**config.mk**
```make
export PLATFORM = sky130hd
export DESIGN_NAME = pcr_regs
export DESIGN_NICKNAME = d
export VERILOG_FILES = /design/src/design/pcr_pkg.sv /design/src/design/pcr_regs.sv
export VERILOG_INCLUDE_DIRS = /design/src /design/src/design
export SDC_FILE = /design/constraint.sdc
export NUM_CORES = 1
export LEC_CHECK = 0
export ABC_AREA = 1
export BUFFER_PORTS_ARGS = -buffer_cell sky130_fd_sc_hd__buf_4
export CAP_MARGIN = 0
export CORE_ASPECT_RATIO = 1.5
export CORE_MARGIN = 2
export CORE_UTILIZATION = 42
export CTS_BUF_LIST = sky130_fd_sc_hd__clkbuf_16
export DETAILED_ROUTE_END_ITERATION = 10
export PLACE_DENSITY = 0.67
export SLEW_MARGIN = 20
export SYNTH_ARGS = -nofsm -noshare
export SYNTH_HDL_FRONTEND = slang
export SYNTH_SLANG_ARGS = --single-unit
```
**constraint.sdc**
```tcl
create_clock -name clk_i -period 2.1 [get_ports clk_i]
set_clock_uncertainty 0.2 [all_clocks]
set_input_delay 0.105 -clock clk_i [delete_from_list [all_inputs] [get_ports clk_i]]
set_output_delay 0.105 -clock clk_i [all_outputs]
set_load 0.005 [all_outputs]
```
**src/design/pcr_defs.svh**
```systemverilog
// Offsets, field positions, reset values and widths of the power configuration bank.
`ifndef PCR_DEFS_SVH
`define PCR_DEFS_SVH

// ==========================================================
// Register port widths and offsets
// ==========================================================
`define PCR_ADDR_W          9
`define PCR_DATA_W          8
`define PCR_OFS_PHASE       9'h108
`define PCR_OFS_PIN         9'h109
`define PCR_OFS_SW_AUTO     9'h10A
`define PCR_OFS_LIN_BYP     9'h10B
`define PCR_OFS_LIN_LOW     9'h10C

// ==========================================================
// Reset values
// ==========================================================
`define PCR_RST_PHASE       8'h00
`define PCR_RST_PIN         8'h00
`define PCR_RST_SW_AUTO     8'h00
`define PCR_RST_LIN_BYP     8'h00
`define PCR_RST_LIN_LOW     8'h00
`define PCR_RDATA_NONE      8'h00

// ==========================================================
// Field positions of the phase and tracking register
// ==========================================================
`define PCR_PH_PERI         7
`define PCR_PH_IO           6
`define PCR_PH_MEM          5
`define PCR_PH_PRO          4
`define PCR_PH_CORE1        3
`define PCR_PH_DISCHG       2
`define PCR_PH_TRACK_HI     1
`define PCR_PH_TRACK_LO     0

// ==========================================================
// Field positions of the pin polarity and interface register
// ==========================================================
`define PCR_PN_FB3_POL      7
`define PCR_PN_FB2_TYPE     6
`define PCR_PN_FORCE_RST    5
`define PCR_PN_HS_ALWAYS    4
`define PCR_PN_FAST_PLUS    3
`define PCR_PN_EN_KEEP      2
`define PCR_PN_IRQ_DEFER    1
`define PCR_PN_PAD_SUPPLY   0

// ==========================================================
// Field positions of the autostart and bypass registers
// ==========================================================
`define PCR_SW_PERI         7
`define PCR_SW_CORE         6
`define PCR_SW_CONV_HI      5
`define PCR_BYP_HI          7
`define PCR_BYP_LO          3
`define PCR_LIN_HI_AUTO     2

`endif

```
**src/design/pcr_pkg.sv**
```systemverilog
// Types shared by the power configuration bank.
package pcr_pkg;

	// ==========================================================
	// Source followed by the first linear regulator
	// ==========================================================
	typedef enum logic [1:0] {
		PCR_TRACK_NONE  = 2'h0,
		PCR_TRACK_PRO   = 2'h1,
		PCR_TRACK_CORE1 = 2'h2,
		PCR_TRACK_CORE2 = 2'h3
	} pcr_track_type;

endpackage

```
**src/design/pcr_regs.sv**
```systemverilog
// Power configuration register bank with its control outputs.
`timescale 1ns/1ps
`include "pcr_defs.svh"

module pcr_regs (
	// Clock and reset.
	input  wire logic                      clk_i,
	input  wire logic                      rst_n_i,
	// Register port from the control interface.
	input  wire logic                      reg_wr_i,
	input  wire logic                      reg_rd_i,
	input  wire logic [`PCR_ADDR_W-1:0]    reg_addr_i,
	input  wire logic [`PCR_DATA_W-1:0]    reg_wdata_i,
	output logic      [`PCR_DATA_W-1:0]    reg_rdata_o,
	// Converter clock phase and rail control.
	output logic                           peripheral_converter_phase_flip_o,
	output logic                           io_converter_phase_flip_o,
	output logic                           memory_converter_phase_flip_o,
	output logic                           processor_converter_phase_flip_o,
	output logic                           core_one_converter_phase_flip_o,
	output logic                           core_two_converter_phase_flip_o,
	output logic                           rail_discharge_enable_o,
	output pcr_pkg::pcr_track_type         first_linear_track_select_o,
	// Feedback outputs, internal signals active low.
	input  wire logic                      fb3_int_n_i,
	input  wire logic                      fb2_int_n_i,
	input  wire logic                      fb2_is_power_good_i,
	output logic                           third_feedback_output_o,
	output logic                           second_feedback_output_o,
	output logic                           second_feedback_output_oe_o,
	// System reset pin.
	input  wire logic                      reset_req_n_i,
	output logic                           system_reset_pin_n_o,
	// Secondary 2-wire link and pad supply.
	output logic                           secondary_link_high_speed_always_o,
	output logic                           secondary_link_fast_plus_o,
	output logic                           input_pad_supply_select_o,
	// Global power enable reload.
	input  wire logic                      otp_second_read_i,
	input  wire logic                      otp_power_enable_i,
	output logic                           power_enable_o,
	// Interrupt request pin.
	input  wire logic                      irq_event_i,
	input  wire logic                      in_active_state_i,
	output logic                           interrupt_request_pin_n_o,
	// Power-up enables.
	input  wire logic                      powering_up_i,
	input  wire logic [1:0]                switch_conf_i,
	input  wire logic [5:0]                converter_conf_i,
	input  wire logic [10:0]               linear_conf_i,
	output logic      [1:0]                switch_enable_o,
	output logic      [5:0]                converter_enable_o,
	output logic      [10:0]               linear_enable_o,
	output logic      [4:0]                linear_bypass_o
);

	// ==========================================================
	// Register storage
	// ==========================================================
	logic [7:0]  phase_q;
	logic [7:0]  pin_q;
	logic [7:0]  sw_auto_q;
	logic [7:0]  lin_byp_q;
	logic [7:0]  lin_low_q;
	logic [7:0]  rdata_q;
	logic        fb3_q;
	logic        fb2_q;
	logic        fb2_oe_q;
	logic        rst_pin_n_q;
	logic        pwr_en_q;
	logic        irq_n_q;
	logic [1:0]  sw_en_q;
	logic [5:0]  conv_en_q;
	logic [10:0] lin_en_q;
	logic [1:0]  sw_auto;
	logic [5:0]  conv_auto;
	logic [10:0] lin_auto;

	// Write decode; each register takes the byte on a write to its offset.
	always_ff @(posedge clk_i or negedge rst_n_i) begin
		if (!rst_n_i) begin
			phase_q   <= `PCR_RST_PHASE;
			pin_q     <= `PCR_RST_PIN;
			sw_auto_q <= `PCR_RST_SW_AUTO;
			lin_byp_q <= `PCR_RST_LIN_BYP;
			lin_low_q <= `PCR_RST_LIN_LOW;
		end else if (reg_wr_i) begin
			unique case (reg_addr_i)
				`PCR_OFS_PHASE:   phase_q   <= reg_wdata_i;
				`PCR_OFS_PIN:     pin_q     <= reg_wdata_i;
				`PCR_OFS_SW_AUTO: sw_auto_q <= reg_wdata_i;
				`PCR_OFS_LIN_BYP: lin_byp_q <= reg_wdata_i;
				`PCR_OFS_LIN_LOW: lin_low_q <= reg_wdata_i;
				default: ;
			endcase
		end
	end

	// Read data is captured on the edge that samples the read and shows the cycle after; unmapped offsets return zero.
	always_ff @(posedge clk_i or negedge rst_n_i) begin
		if (!rst_n_i) begin
			rdata_q <= `PCR_RDATA_NONE;
		end else if (reg_rd_i) begin
			unique case (reg_addr_i)
				`PCR_OFS_PHASE:   rdata_q <= phase_q;
				`PCR_OFS_PIN:     rdata_q <= pin_q;
				`PCR_OFS_SW_AUTO: rdata_q <= sw_auto_q;
				`PCR_OFS_LIN_BYP: rdata_q <= lin_byp_q;
				`PCR_OFS_LIN_LOW: rdata_q <= lin_low_q;
				default:          rdata_q <= `PCR_RDATA_NONE;
			endcase
		end
	end
	assign reg_rdata_o = rdata_q;

	// ==========================================================
	// Static configuration levels
	// ==========================================================
	// Phase, discharge and tracking fields go straight from the flip-flops; the core-two phase is the inverted core-one bit.
	assign peripheral_converter_phase_flip_o = phase_q[`PCR_PH_PERI];
	assign io_converter_phase_flip_o         = phase_q[`PCR_PH_IO];
	assign memory_converter_phase_flip_o     = phase_q[`PCR_PH_MEM];
	assign processor_converter_phase_flip_o  = phase_q[`PCR_PH_PRO];
	assign core_one_converter_phase_flip_o   = phase_q[`PCR_PH_CORE1];
	assign core_two_converter_phase_flip_o   = ~phase_q[`PCR_PH_CORE1];
	assign rail_discharge_enable_o           = phase_q[`PCR_PH_DISCHG];
	assign first_linear_track_select_o       =
		pcr_pkg::pcr_track_type'(phase_q[`PCR_PH_TRACK_HI:`PCR_PH_TRACK_LO]);

	// Interface options, pad supply and bypass levels.
	assign secondary_link_high_speed_always_o = pin_q[`PCR_PN_HS_ALWAYS];
	assign secondary_link_fast_plus_o         = pin_q[`PCR_PN_FAST_PLUS];
	assign input_pad_supply_select_o          = pin_q[`PCR_PN_PAD_SUPPLY];
	assign linear_bypass_o = lin_byp_q[`PCR_BYP_HI:`PCR_BYP_LO];

	// ==========================================================
	// Pin drivers
	// ==========================================================
	// Third feedback: polarity 1 inverts the active-low internal signal.
	always_ff @(posedge clk_i or negedge rst_n_i) begin
		if (!rst_n_i) begin
			fb3_q <= 1'b1;
		end else begin
			fb3_q <= pin_q[`PCR_PN_FB3_POL] ? ~fb3_int_n_i : fb3_int_n_i;
		end
	end
	assign third_feedback_output_o = fb3_q;

	// Second feedback: for power-good, type 1 is open drain that releases when asserted.
	always_ff @(posedge clk_i or negedge rst_n_i) begin
		if (!rst_n_i) begin
			fb2_q    <= 1'b1;
			fb2_oe_q <= 1'b1;
		end else if (fb2_is_power_good_i && pin_q[`PCR_PN_FB2_TYPE]) begin
			fb2_q    <= 1'b0;
			fb2_oe_q <= fb2_int_n_i;
		end else begin
			fb2_q    <= pin_q[`PCR_PN_FB2_TYPE] ? ~fb2_int_n_i : fb2_int_n_i;
			fb2_oe_q <= 1'b1;
		end
	end
	assign second_feedback_output_o    = fb2_q;
	assign second_feedback_output_oe_o = fb2_oe_q;

	// System reset pin is held low while forced, otherwise follows other sources.
	always_ff @(posedge clk_i or negedge rst_n_i) begin
		if (!rst_n_i) begin
			rst_pin_n_q <= 1'b0;
		end else begin
			rst_pin_n_q <= reset_req_n_i & ~pin_q[`PCR_PN_FORCE_RST];
		end
	end
	assign system_reset_pin_n_o = rst_pin_n_q;

	// Interrupt pin asserts at once, or only once active when deferral is chosen.
	always_ff @(posedge clk_i or negedge rst_n_i) begin
		if (!rst_n_i) begin
			irq_n_q <= 1'b1;
		end else begin
			irq_n_q <= ~(irq_event_i &
				(~pin_q[`PCR_PN_IRQ_DEFER] | in_active_state_i));
		end
	end
	assign interrupt_request_pin_n_o = irq_n_q;

	// ==========================================================
	// Power enable and power-up enables
	// ==========================================================
	// Global power enable is reloaded on the second memory read unless kept.
	always_ff @(posedge clk_i or negedge rst_n_i) begin
		if (!rst_n_i) begin
			pwr_en_q <= 1'b0;
		end else if (otp_second_read_i && !pin_q[`PCR_PN_EN_KEEP]) begin
			pwr_en_q <= otp_power_enable_i;
		end
	end
	assign power_enable_o = pwr_en_q;

	// Autostart vectors gathered in output bit order.
	assign sw_auto   = sw_auto_q[`PCR_SW_PERI:`PCR_SW_CORE];
	assign conv_auto = sw_auto_q[`PCR_SW_CONV_HI:0];
	assign lin_auto  = {lin_byp_q[`PCR_LIN_HI_AUTO:0], lin_low_q};

	// While powering up a set autostart bit forces the rail on over its own control.
	always_ff @(posedge clk_i or negedge rst_n_i) begin
		if (!rst_n_i) begin
			sw_en_q   <= 2'h0;
			conv_en_q <= 6'h00;
			lin_en_q  <= 11'h000;
		end else if (powering_up_i) begin
			sw_en_q   <= switch_conf_i | sw_auto;
			conv_en_q <= converter_conf_i | conv_auto;
			lin_en_q  <= linear_conf_i | lin_auto;
		end else begin
			sw_en_q   <= switch_conf_i;
			conv_en_q <= converter_conf_i;
			lin_en_q  <= linear_conf_i;
		end
	end
	assign switch_enable_o    = sw_en_q;
	assign converter_enable_o = conv_en_q;
	assign linear_enable_o    = lin_en_q;

	// ==========================================================
	// Checks
	// ==========================================================
	AST_CORE_TWO_OPPOSITE: assert property (@(posedge clk_i) disable iff (!rst_n_i)
		core_two_converter_phase_flip_o != core_one_converter_phase_flip_o)
		else $error("Core-two phase not opposite to core-one.");

	AST_READBACK: assert property (@(posedge clk_i) disable iff (!rst_n_i)
		(reg_wr_i && reg_addr_i == `PCR_OFS_PIN) ##1
		(reg_rd_i && !reg_wr_i && reg_addr_i == `PCR_OFS_PIN)
		|=> reg_rdata_o == $past(reg_wdata_i, 2))
		else $error("Read back differs from written value.");

	AST_FORCE_RESET: assert property (@(posedge clk_i) disable iff (!rst_n_i)
		pin_q[`PCR_PN_FORCE_RST] |=> !system_reset_pin_n_o)
		else $error("Reset pin released while forced.");

	AST_OTP_RELOAD: assert property (@(posedge clk_i) disable iff (!rst_n_i)
		(otp_second_read_i && !pin_q[`PCR_PN_EN_KEEP])
		|=> power_enable_o == $past(otp_power_enable_i))
		else $error("Power enable not reloaded.");

	AST_OTP_KEEP: assert property (@(posedge clk_i) disable iff (!rst_n_i)
		(otp_second_read_i && pin_q[`PCR_PN_EN_KEEP]) |=> $stable(power_enable_o))
		else $error("Power enable changed while kept.");

	AST_IRQ_DEFER: assert property (@(posedge clk_i) disable iff (!rst_n_i)
		(pin_q[`PCR_PN_IRQ_DEFER] && !in_active_state_i) |=> interrupt_request_pin_n_o)
		else $error("Interrupt asserted before active.");

	AST_IRQ_NOW: assert property (@(posedge clk_i) disable iff (!rst_n_i)
		(irq_event_i && !pin_q[`PCR_PN_IRQ_DEFER]) |=> !interrupt_request_pin_n_o)
		else $error("Immediate interrupt not asserted.");

	AST_FB3_POL: assert property (@(posedge clk_i) disable iff (!rst_n_i)
		pin_q[`PCR_PN_FB3_POL] |=> third_feedback_output_o == !$past(fb3_int_n_i))
		else $error("Third feedback not inverted.");

	AST_FB2_OD: assert property (@(posedge clk_i) disable iff (!rst_n_i)
		(pin_q[`PCR_PN_FB2_TYPE] && fb2_is_power_good_i)
		|=> !second_feedback_output_o && second_feedback_output_oe_o == $past(fb2_int_n_i))
		else $error("Second feedback not open drain.");

	AST_LINEAR_AUTO: assert property (@(posedge clk_i) disable iff (!rst_n_i)
		(powering_up_i && lin_low_q[0]) |=> linear_enable_o[0])
		else $error("Autostart did not force linear one on.");

	AST_SWITCH_AUTO: assert property (@(posedge clk_i) disable iff (!rst_n_i)
		(powering_up_i && sw_auto_q[`PCR_SW_PERI]) |=> switch_enable_o[1])
		else $error("Autostart did not force peripheral switch on.");

	AST_CONF_ONLY: assert property (@(posedge clk_i) disable iff (!rst_n_i)
		!powering_up_i |=> converter_enable_o == $past(converter_conf_i))
		else $error("Converter enable ignored its own control.");

	AST_CONV_AUTO: assert property (@(posedge clk_i) disable iff (!rst_n_i)
		(powering_up_i && sw_auto_q[0]) |=> converter_enable_o[0])
		else $error("Autostart did not force core-one converter on.");

	AST_RDATA_HOLD: assert property (@(posedge clk_i) disable iff (!rst_n_i)
		!reg_rd_i |=> $stable(reg_rdata_o))
		else $error("Read data changed without a read.");

endmodule

```
After elaboration in Yosys (flattened, before gate mapping)
Cells that the tools add are included.
- word-level logic and storage cells: 48
- input bits: 49
- bits in registers: 73
- reductions and logical operators: 8
- muxes and demuxes: 8
- bitwise operators: 12
- eq/ne operators: 5
- operators by type and width (kind ; number):
    9-bit equality test, second input constant ; 5
    8-bit one-hot mux with 5 select lines ; 1
    11-bit 2-to-1 mux ; 1
    11-bit bitwise OR ; 1
    2-bit AND reduction ; 5
    6-bit 2-to-1 mux ; 1
    1-bit inverter ; 6
    6-bit bitwise OR ; 1
    1-bit 2-to-1 mux ; 4
    1-bit AND ; 2
    1-bit logical AND ; 2
    2-bit 2-to-1 mux ; 1
    2-bit bitwise OR ; 1
    1-bit zero test ; 1
    1-bit bitwise OR ; 1

Logic depth before layout (Yosys ltp)
Gate-level depths: netlist of run 1.
- word-level depth: 4
- mapped depth: 8
- depth with buffers taken out: 7

Least setup slack after synthesis of run 1
Ideal clock, no wire load.
- path kind: input to register
- start: input reg_addr_i[7]
- end: register sw_auto_q[0]
- stages on the path: 7
- arrival time: 1016 ps
- slack: 758 ps
- library setup time: 126 ps
- required time: 1774 ps
- cells stage by stage: nor2_1 nand2_1 nor2_8 and3_1 buf_6 buf_12 o21ai_0
- longest elaborated chain between the ends: 2
- ends and longest elaborated chain (item ; RTL line ; source):
    start, declared ; pcr_regs.sv:12 ; input wire logic [`PCR_ADDR_W-1:0] reg_addr_i,
    9-bit equality test ; pcr_regs.sv:88 ; unique case (reg_addr_i)
    2-bit AND reduction (no line) ; - ;
    end signal, assigned ; pcr_regs.sv:84 ; sw_auto_q <= `PCR_RST_SW_AUTO;
    end signal, assigned ; pcr_regs.sv:91 ; `PCR_OFS_SW_AUTO: sw_auto_q <= reg_wdata_i;
    end, declared ; pcr_regs.sv:62 ; logic [7:0] sw_auto_q;
No other way between the ends.
A chain may end at the register's enable or synchronous reset.

Worst setup path in the final report of run 1
- start: input otp_second_read_i
- end: register pwr_en_q (netlist: power_enable_o)
- longest elaborated chain between the ends: 1
- ends and longest elaborated chain (item ; RTL line ; source):
    start, declared ; pcr_regs.sv:39 ; input wire logic otp_second_read_i,
    1-bit logical AND ; pcr_regs.sv:193 ; end else if (otp_second_read_i && !pin_q[`PCR_PN_EN_KEEP]) begin
    end signal, assigned ; pcr_regs.sv:194 ; pwr_en_q <= otp_power_enable_i;
    end, declared ; pcr_regs.sv:70 ; logic pwr_en_q;
No other way between the ends.

==> results.ini, run 1 <==
[floorplan]
die-width_um = 76.18
io_pins = 99
core_um2 = 7612
fp.dieH_um = 112.3
dieArea_um2 = 8552
initial_utilization_pct = 43.11
rows = 39

[global_route]
grt_pass1_vias = 2864
grt_pass1_wl_um = 14210
grt_use_total_pct = 21.64
grt_max_degree = 41
antenna_found_initial = 0
globalRoute.totalOverflow = 0

[sta]
drv_slew = 0
fmaxAchievable_ghz = 0.6603
setup_tns_ps = 0
fin_crit_sh_pct = 72.11
period_needed_ps = 1514
max_slew_margin_pct = 69.45
hold_viol = 0
worstMarginPinSlew_ps = 457.8
grt_setup_unrepaired = no
setup_viol = 0

[finish]
instances_no_fill = 587
drive_above_1_share_pct = 30.52
final_nets = 531
stdcell_area_um2 = 4776
register_area_um2 = 1832
fin_util_pct = 62.74
area_delta_synth_final_pct = 45.52
fillerInstances = 673
diodes = 0
multiInputGateArea_um2 = 1165

[critical_path]
start_kind = primary input
cp_data_arrival_time_ps = 1530
cp-end-kind = register
critPathKind = primary input to register
r2r-start = pin_q[2]$_DFFE_PN0P_
r2r_slack_ps = 610
critPathCapture = power_enable_o$_DFFE_PN0P_
worst_ep_required_time_ps = 2120
startpoint = otp_second_read_i
crit_fanout = 2
r2r_cells = 4
worstReg2RegEnd = power_enable_o$_DFFE_PN0P_

[power_and_ir_drop]
power_density_nw_per_um2 = 670.3
power.switching_mw = 0.7445
power_frac_seq_pct = 47.1
ir_drop_v = 0.0004484
clkPwrFrac_pct = 41.0
p_leak_nw = 2.436
report.power.total_mw = 3.201
pwr-share-comb_pct = 12.0
p_int_mw = 2.457
p_sw_share_pct = 23.26

[synth]
yosys.area.top_type_share_pct = 52.61
synth_nets = 387
synth_most_common_cell = dfrtp_1
synth_area_leaders = dfrtp_1 53%, nand2_1 7.3%, nand3_1 6.3%
async_flop_share_pct = 100.0
yosysWarnings = 0
synth_ff_type = dfrtp_1
syn_inst = 338
syn_area_um2 = 3282
syn_area_per_cell_um2 = 9.710
synth_common_cells = 69 x dfrtp_1, 64 x nand2_1, 41 x nand3_1
synth_cell_types = 29
synth_edf_count = 0
synth_top_area_cell = dfrtp_1
synth_seq_cells = 73
yosysSeqAreaShare_pct = 55.81

[drt]
drt_iter0_drc = 161
drt-total-wl_um = 8627
post-route-drc-count = 0
routedWlPerCell_um = 14.70
drt-pass1-iter-count = 4
viasPerCell = 4.857
vias = 2851
ant_nets = 0

[hold_path]
holdPathStages = 6
hp-class = primary input to register

[cts]
clock_sinks = 73
h-tree-depth = 3
path_clk_slew_ps = 60
postCtsSetupBuffers = 0
numCtsBuffers = 9
tritoncts = built
post_cts_resize_count = 0
cts_root_buf = clkbuf_16
cts.path.max_buffers = 2
clkLatencyLatePin_ps = 330

[place]
io_buffers = 98
hpwl_um = 6014
gp_congestion = 0.8512
place_area_um2 = 4034
dp_cells = 524

[outcome]
status = finished clean

[flow_run]
maxCapViolCount = 0

[layout make-up]
type	count	share of cell area, %
sequential	73	38.35
timing repair buffer	150	26.41
multi-input combinational	211	24.39
clock buffer	9	4.716
inverter	37	2.908
tap	102	2.672
clock inverter	5	0.5502
[sequential cells by signal, summed over array words and instances, names as in the netlist, 2 cells and up]
name                cells
linear_enable_o        11
lin_byp_q               8
lin_low_q               8
converter_enable_o      6
pin_q                   8
sw_auto_q               8
phase_q                 8
switch_enable_o         2
reg_rdata_o             8
[kinds of logic (layout without fill, tap and decap cells)]
| family | after synthesis | in the layout | synth area share [%] |
|---|---|---|---|
| AND/OR/NAND/NOR | 138 | 138 | 20.93 |
| flip-flops | 73 | 73 | 55.81 |
| AO/OA/AOI/OAI | 72 | 72 | 14.30 |
| buffers and inverters | 54 | 201 | 8.693 |
| XOR/XNOR | 1 | 1 | 0.2669 |
[metrics by stage]
| stage | hold slack, ps | worst slack (ps) |
|---|---|---|
| after CTS | 23.41 | 599.8 |
| after global routing | 57.65 | 516.4 |
| after global placement | -118.1 | 495.5 |
| final | 32.03 | 585.6 |
| after floorplan | -390.6 | 757.9 |
| after detailed placement | -112.1 | 434.3 |
[timing repair]
item | 4_1_cts | 5_1_grt
endpoints found under the setup margin | 0 | 0
hold buffers | 49 | 0
hold endpoints to repair | 139 | 0
[per-layer routing]
layer	vias to the layer above	wire length, um	global-route usage [%]	part of all wire, %
li1	1393	-	-	-
met1	1344	3485	25.91	40
met2	91	4454	36.31	52
met3	23	333	4.260	3.9
met4	0	353	12.73	4.1
met5	-	0	0	0
[power groups by stage]
stage	logic (mW)	registers (mW)	clock network (mW)
5_1_grt	0.422	1.51	1.40
3_5_place_dp	0.312	1.53	0
4_1_cts	0.386	1.51	1.34
3_3_place_gp	0.304	1.53	0
6_report	0.383	1.51	1.31
2_1_floorplan	0.106	1.52	0
[cell usage in the layout, fill, tap and decap left out, types with 3 or more instances in the layout]
cell,synthesis,final
nand2_1,64,64
a21o_1,11,11
a21oi_1,11,11
dfstp_2,4,4
nand3_1,41,41
clkbuf_16,0,9
inv_1,33,34
o21bai_1,8,8
dfrtp_1,69,69
dlygate4sd3_1,0,49
clkinv_2,0,3
nand3_4,4,4
nor2_1,19,19
o21ai_0,23,23
buf_4,5,100
o21ai_2,16,16
[critical path, stage by stage]
cell	delay, ps
dlygate4sd3_1	540
buf_4	140
a21oi_1	140
a31oi_1	50
dlygate4sd3_1	560
[how the worst min path moves through the flow]
stage                     slack [ps]                              end          start
after floorplan                 -390  converter_enable_o[0]$_DFF_PN0_        rst_n_i
after global placement          -120     linear_enable_o[5]$_DFF_PN0_        rst_n_i
after detailed placement        -110     linear_enable_o[5]$_DFF_PN0_        rst_n_i
after CTS                         20       reg_rdata_o[5]$_DFFE_PN0P_  reg_addr_i[0]
after global routing              60       reg_rdata_o[0]$_DFFE_PN0P_  reg_addr_i[0]
final                             30       reg_rdata_o[0]$_DFFE_PN0P_  reg_addr_i[0]
Power figures use the tool's default switching activity.
==> inputs of run 2 (changes only) <==
clock period = 1.55 ns   (was 2.1 ns; I/O delays follow)
==> run 2 against run 1 <==
  * Register-to-register slack worse by 560 ps
  * Total power grew 36%
  * Final area up 2.1%
  * Worst setup slack worse by 540 ps
  * Flip-flop and latch count did not move
  * Clock power grew 35%
  * Global-route usage up 0.96 points
  * First-iteration DRC count up 29%
  * Via count grew 1.8%
  * Sequential power is 35% higher
  * Count of clock-buffer cells in the layout did not move
  * Routed wire length increased by 4.0%
  * Highest routed layer unchanged
==> results.ini, run 2 (synthesis gave the netlist of run 1 again) <==
[drt]
routedWlPerCell_um = 15.03
drt-pass1-iter-count = 4
drt-total-wl_um = 8975
vias = 2902
viasPerCell = 4.861
ant_nets = 0
post-route-drc-count = 0
drt_iter0_drc = 207

[critical_path]
r2r_cells = 2
critPathKind = register to register
r2r-start = lin_low_q[2]$_DFFE_PN0P_
crit_fanout = 3
cp_data_arrival_time_ps = 1500
r2r_slack_ps = 50
cp-end-kind = register
start_kind = register
worst_ep_required_time_ps = 1550
worstReg2RegEnd = linear_enable_o[2]$_DFF_PN0_

[sta]
worstMarginPinSlew_ps = 356.0
fmaxAchievable_ghz = 0.6668
period_needed_ps = 1500
hold_viol = 0
fin_crit_sh_pct = 96.75
grt_setup_unrepaired = no
layout_setup_ws_ps = 50.33
drv_slew = 0
max_slew_margin_pct = 76.19
setup_viol = 0
setup_tns_ps = 0

[cts]
tritoncts = built
path_clk_slew_ps = 60
cts_root_buf = clkbuf_16
clock_sinks = 73
clkLatencyLatePin_ps = 330
cts.path.max_buffers = 2
numCtsBuffers = 9
post_cts_resize_count = 0
h-tree-depth = 3

[hold_path]
hold_end = lin_byp_q[0]$_DFFE_PN0P_
holdPathStages = 3
hp-class = primary input to register
hp-start = reg_wr_i

[global_route]
antenna_found_initial = 0
globalRoute.totalOverflow = 0
grt_pass1_vias = 2981
grt_pass1_wl_um = 14750
grt_max_degree = 41
grt_use_total_pct = 22.59

[floorplan]
initial_utilization_pct = 43.11
fp.dieH_um = 112.3
dieArea_um2 = 8552
io_pins = 99
die-width_um = 76.18
rows = 39
core_um2 = 7612

[place]
hpwl_um = 6225
dp_cells = 530
io_buffers = 98
gp_congestion = 0.9138
pre_cts_ws_ps = 54.86

[finish]
area_delta_synth_final_pct = 48.57
fin_util_pct = 64.05
final_common_cell = buf_4
instances_no_fill = 597
drive_above_1_share_pct = 30.51
largest_register_ffs = 11
diodes = 0
final_nets = 539
mostFrequentLayoutCells = 104 x buf_4, 69 x dfrtp_1, 64 x nand2_1, 50 x dlygate4sd3_1, 41 x nand3_1
fillerInstances = 657

[power_and_ir_drop]
ir_drop_v = 0.0006122
p_leak_nw = 2.495
power_density_nw_per_um2 = 892.9
report.power.total_mw = 4.354

[flow_run]
maxCapViolCount = 0

[outcome]
status = finished clean

[run 2: cell count changes in the layout (fill, tap and decap cells not counted)]
cell / delta
clkinvlp_4: -1
clkinv_2: -3
dlygate4sd3_1: +1
buf_4: +4
clkinv_1: +3
inv_1: +3
buf_12: +3
[run 2: through the flow]
| step | hold WS, ps | cell area [um2] |
|---|---|---|
| floorplan | -418.1 | 3282 |
| global placement | -280.7 | 4116 |
| detailed placement | -275.4 | 4116 |
| CTS | 0.5222 | 4868 |
| global route | 49.56 | 4876 |
| finish | 9.168 | 4876 |
[run 2: final cells by class]
| class | count | area, um2 | area share (%) |
|---|---|---|---|
| repair buffers | 158 | 1361 | 27.92 |
| inverters | 37 | 138.9 | 2.848 |
| flip-flops and latches | 73 | 1832 | 37.57 |
| clock buffers | 9 | 225.2 | 4.619 |
| well taps | 102 | 127.6 | 2.617 |
| multi-input cells | 211 | 1165 | 23.89 |
| clock inverters | 7 | 26.28 | 0.5389 |
[run 2: per-layer routing]
metal  global-route usage [%]  wire (um)
met5                        0          0
met1                    26.40       3459
met2                    38.75       4715
met4                    14.42        411
met3                    3.537        389
[run 2: power by group]
part           leakage, nW  total [mW]  internal [mW]  switching (mW)
combinational         1.47       0.538          0.304           0.234
clock                0.137        1.77           1.04           0.731
sequential           0.892        2.04           1.99          0.0518
[run 2: worst max path at each step]
stage,slack (ps),depth (start not counted),start,to
after global routing,6,4,pin_q[2]$_DFFE_PN0P_,power_enable_o$_DFFE_PN0P_
after floorplan,240,7,reg_addr_i[7],sw_auto_q[0]$_DFFE_PN0P_
after detailed placement,50,8,reg_addr_i[6],reg_rdata_o[0]$_DFFE_PN0P_
after CTS,70,4,pin_q[2]$_DFFE_PN0P_,power_enable_o$_DFFE_PN0P_
after global placement,90,8,reg_addr_i[7],reg_rdata_o[0]$_DFFE_PN0P_
final,50,2,lin_low_q[2]$_DFFE_PN0P_,linear_enable_o[2]$_DFF_PN0_
[run 2: what timing repair did]
item                       4_1_cts  5_1_grt
setup endpoints to repair        0        1
hold buffers                    50        0
buffers inserted                 0        1
hold endpoints to repair       146        0
[run 2: critical path, cell delays in order (launching register included)]
cell and delay (ps):
dfrtp_1 420, a21o_1 180, dlygate4sd3_1 570
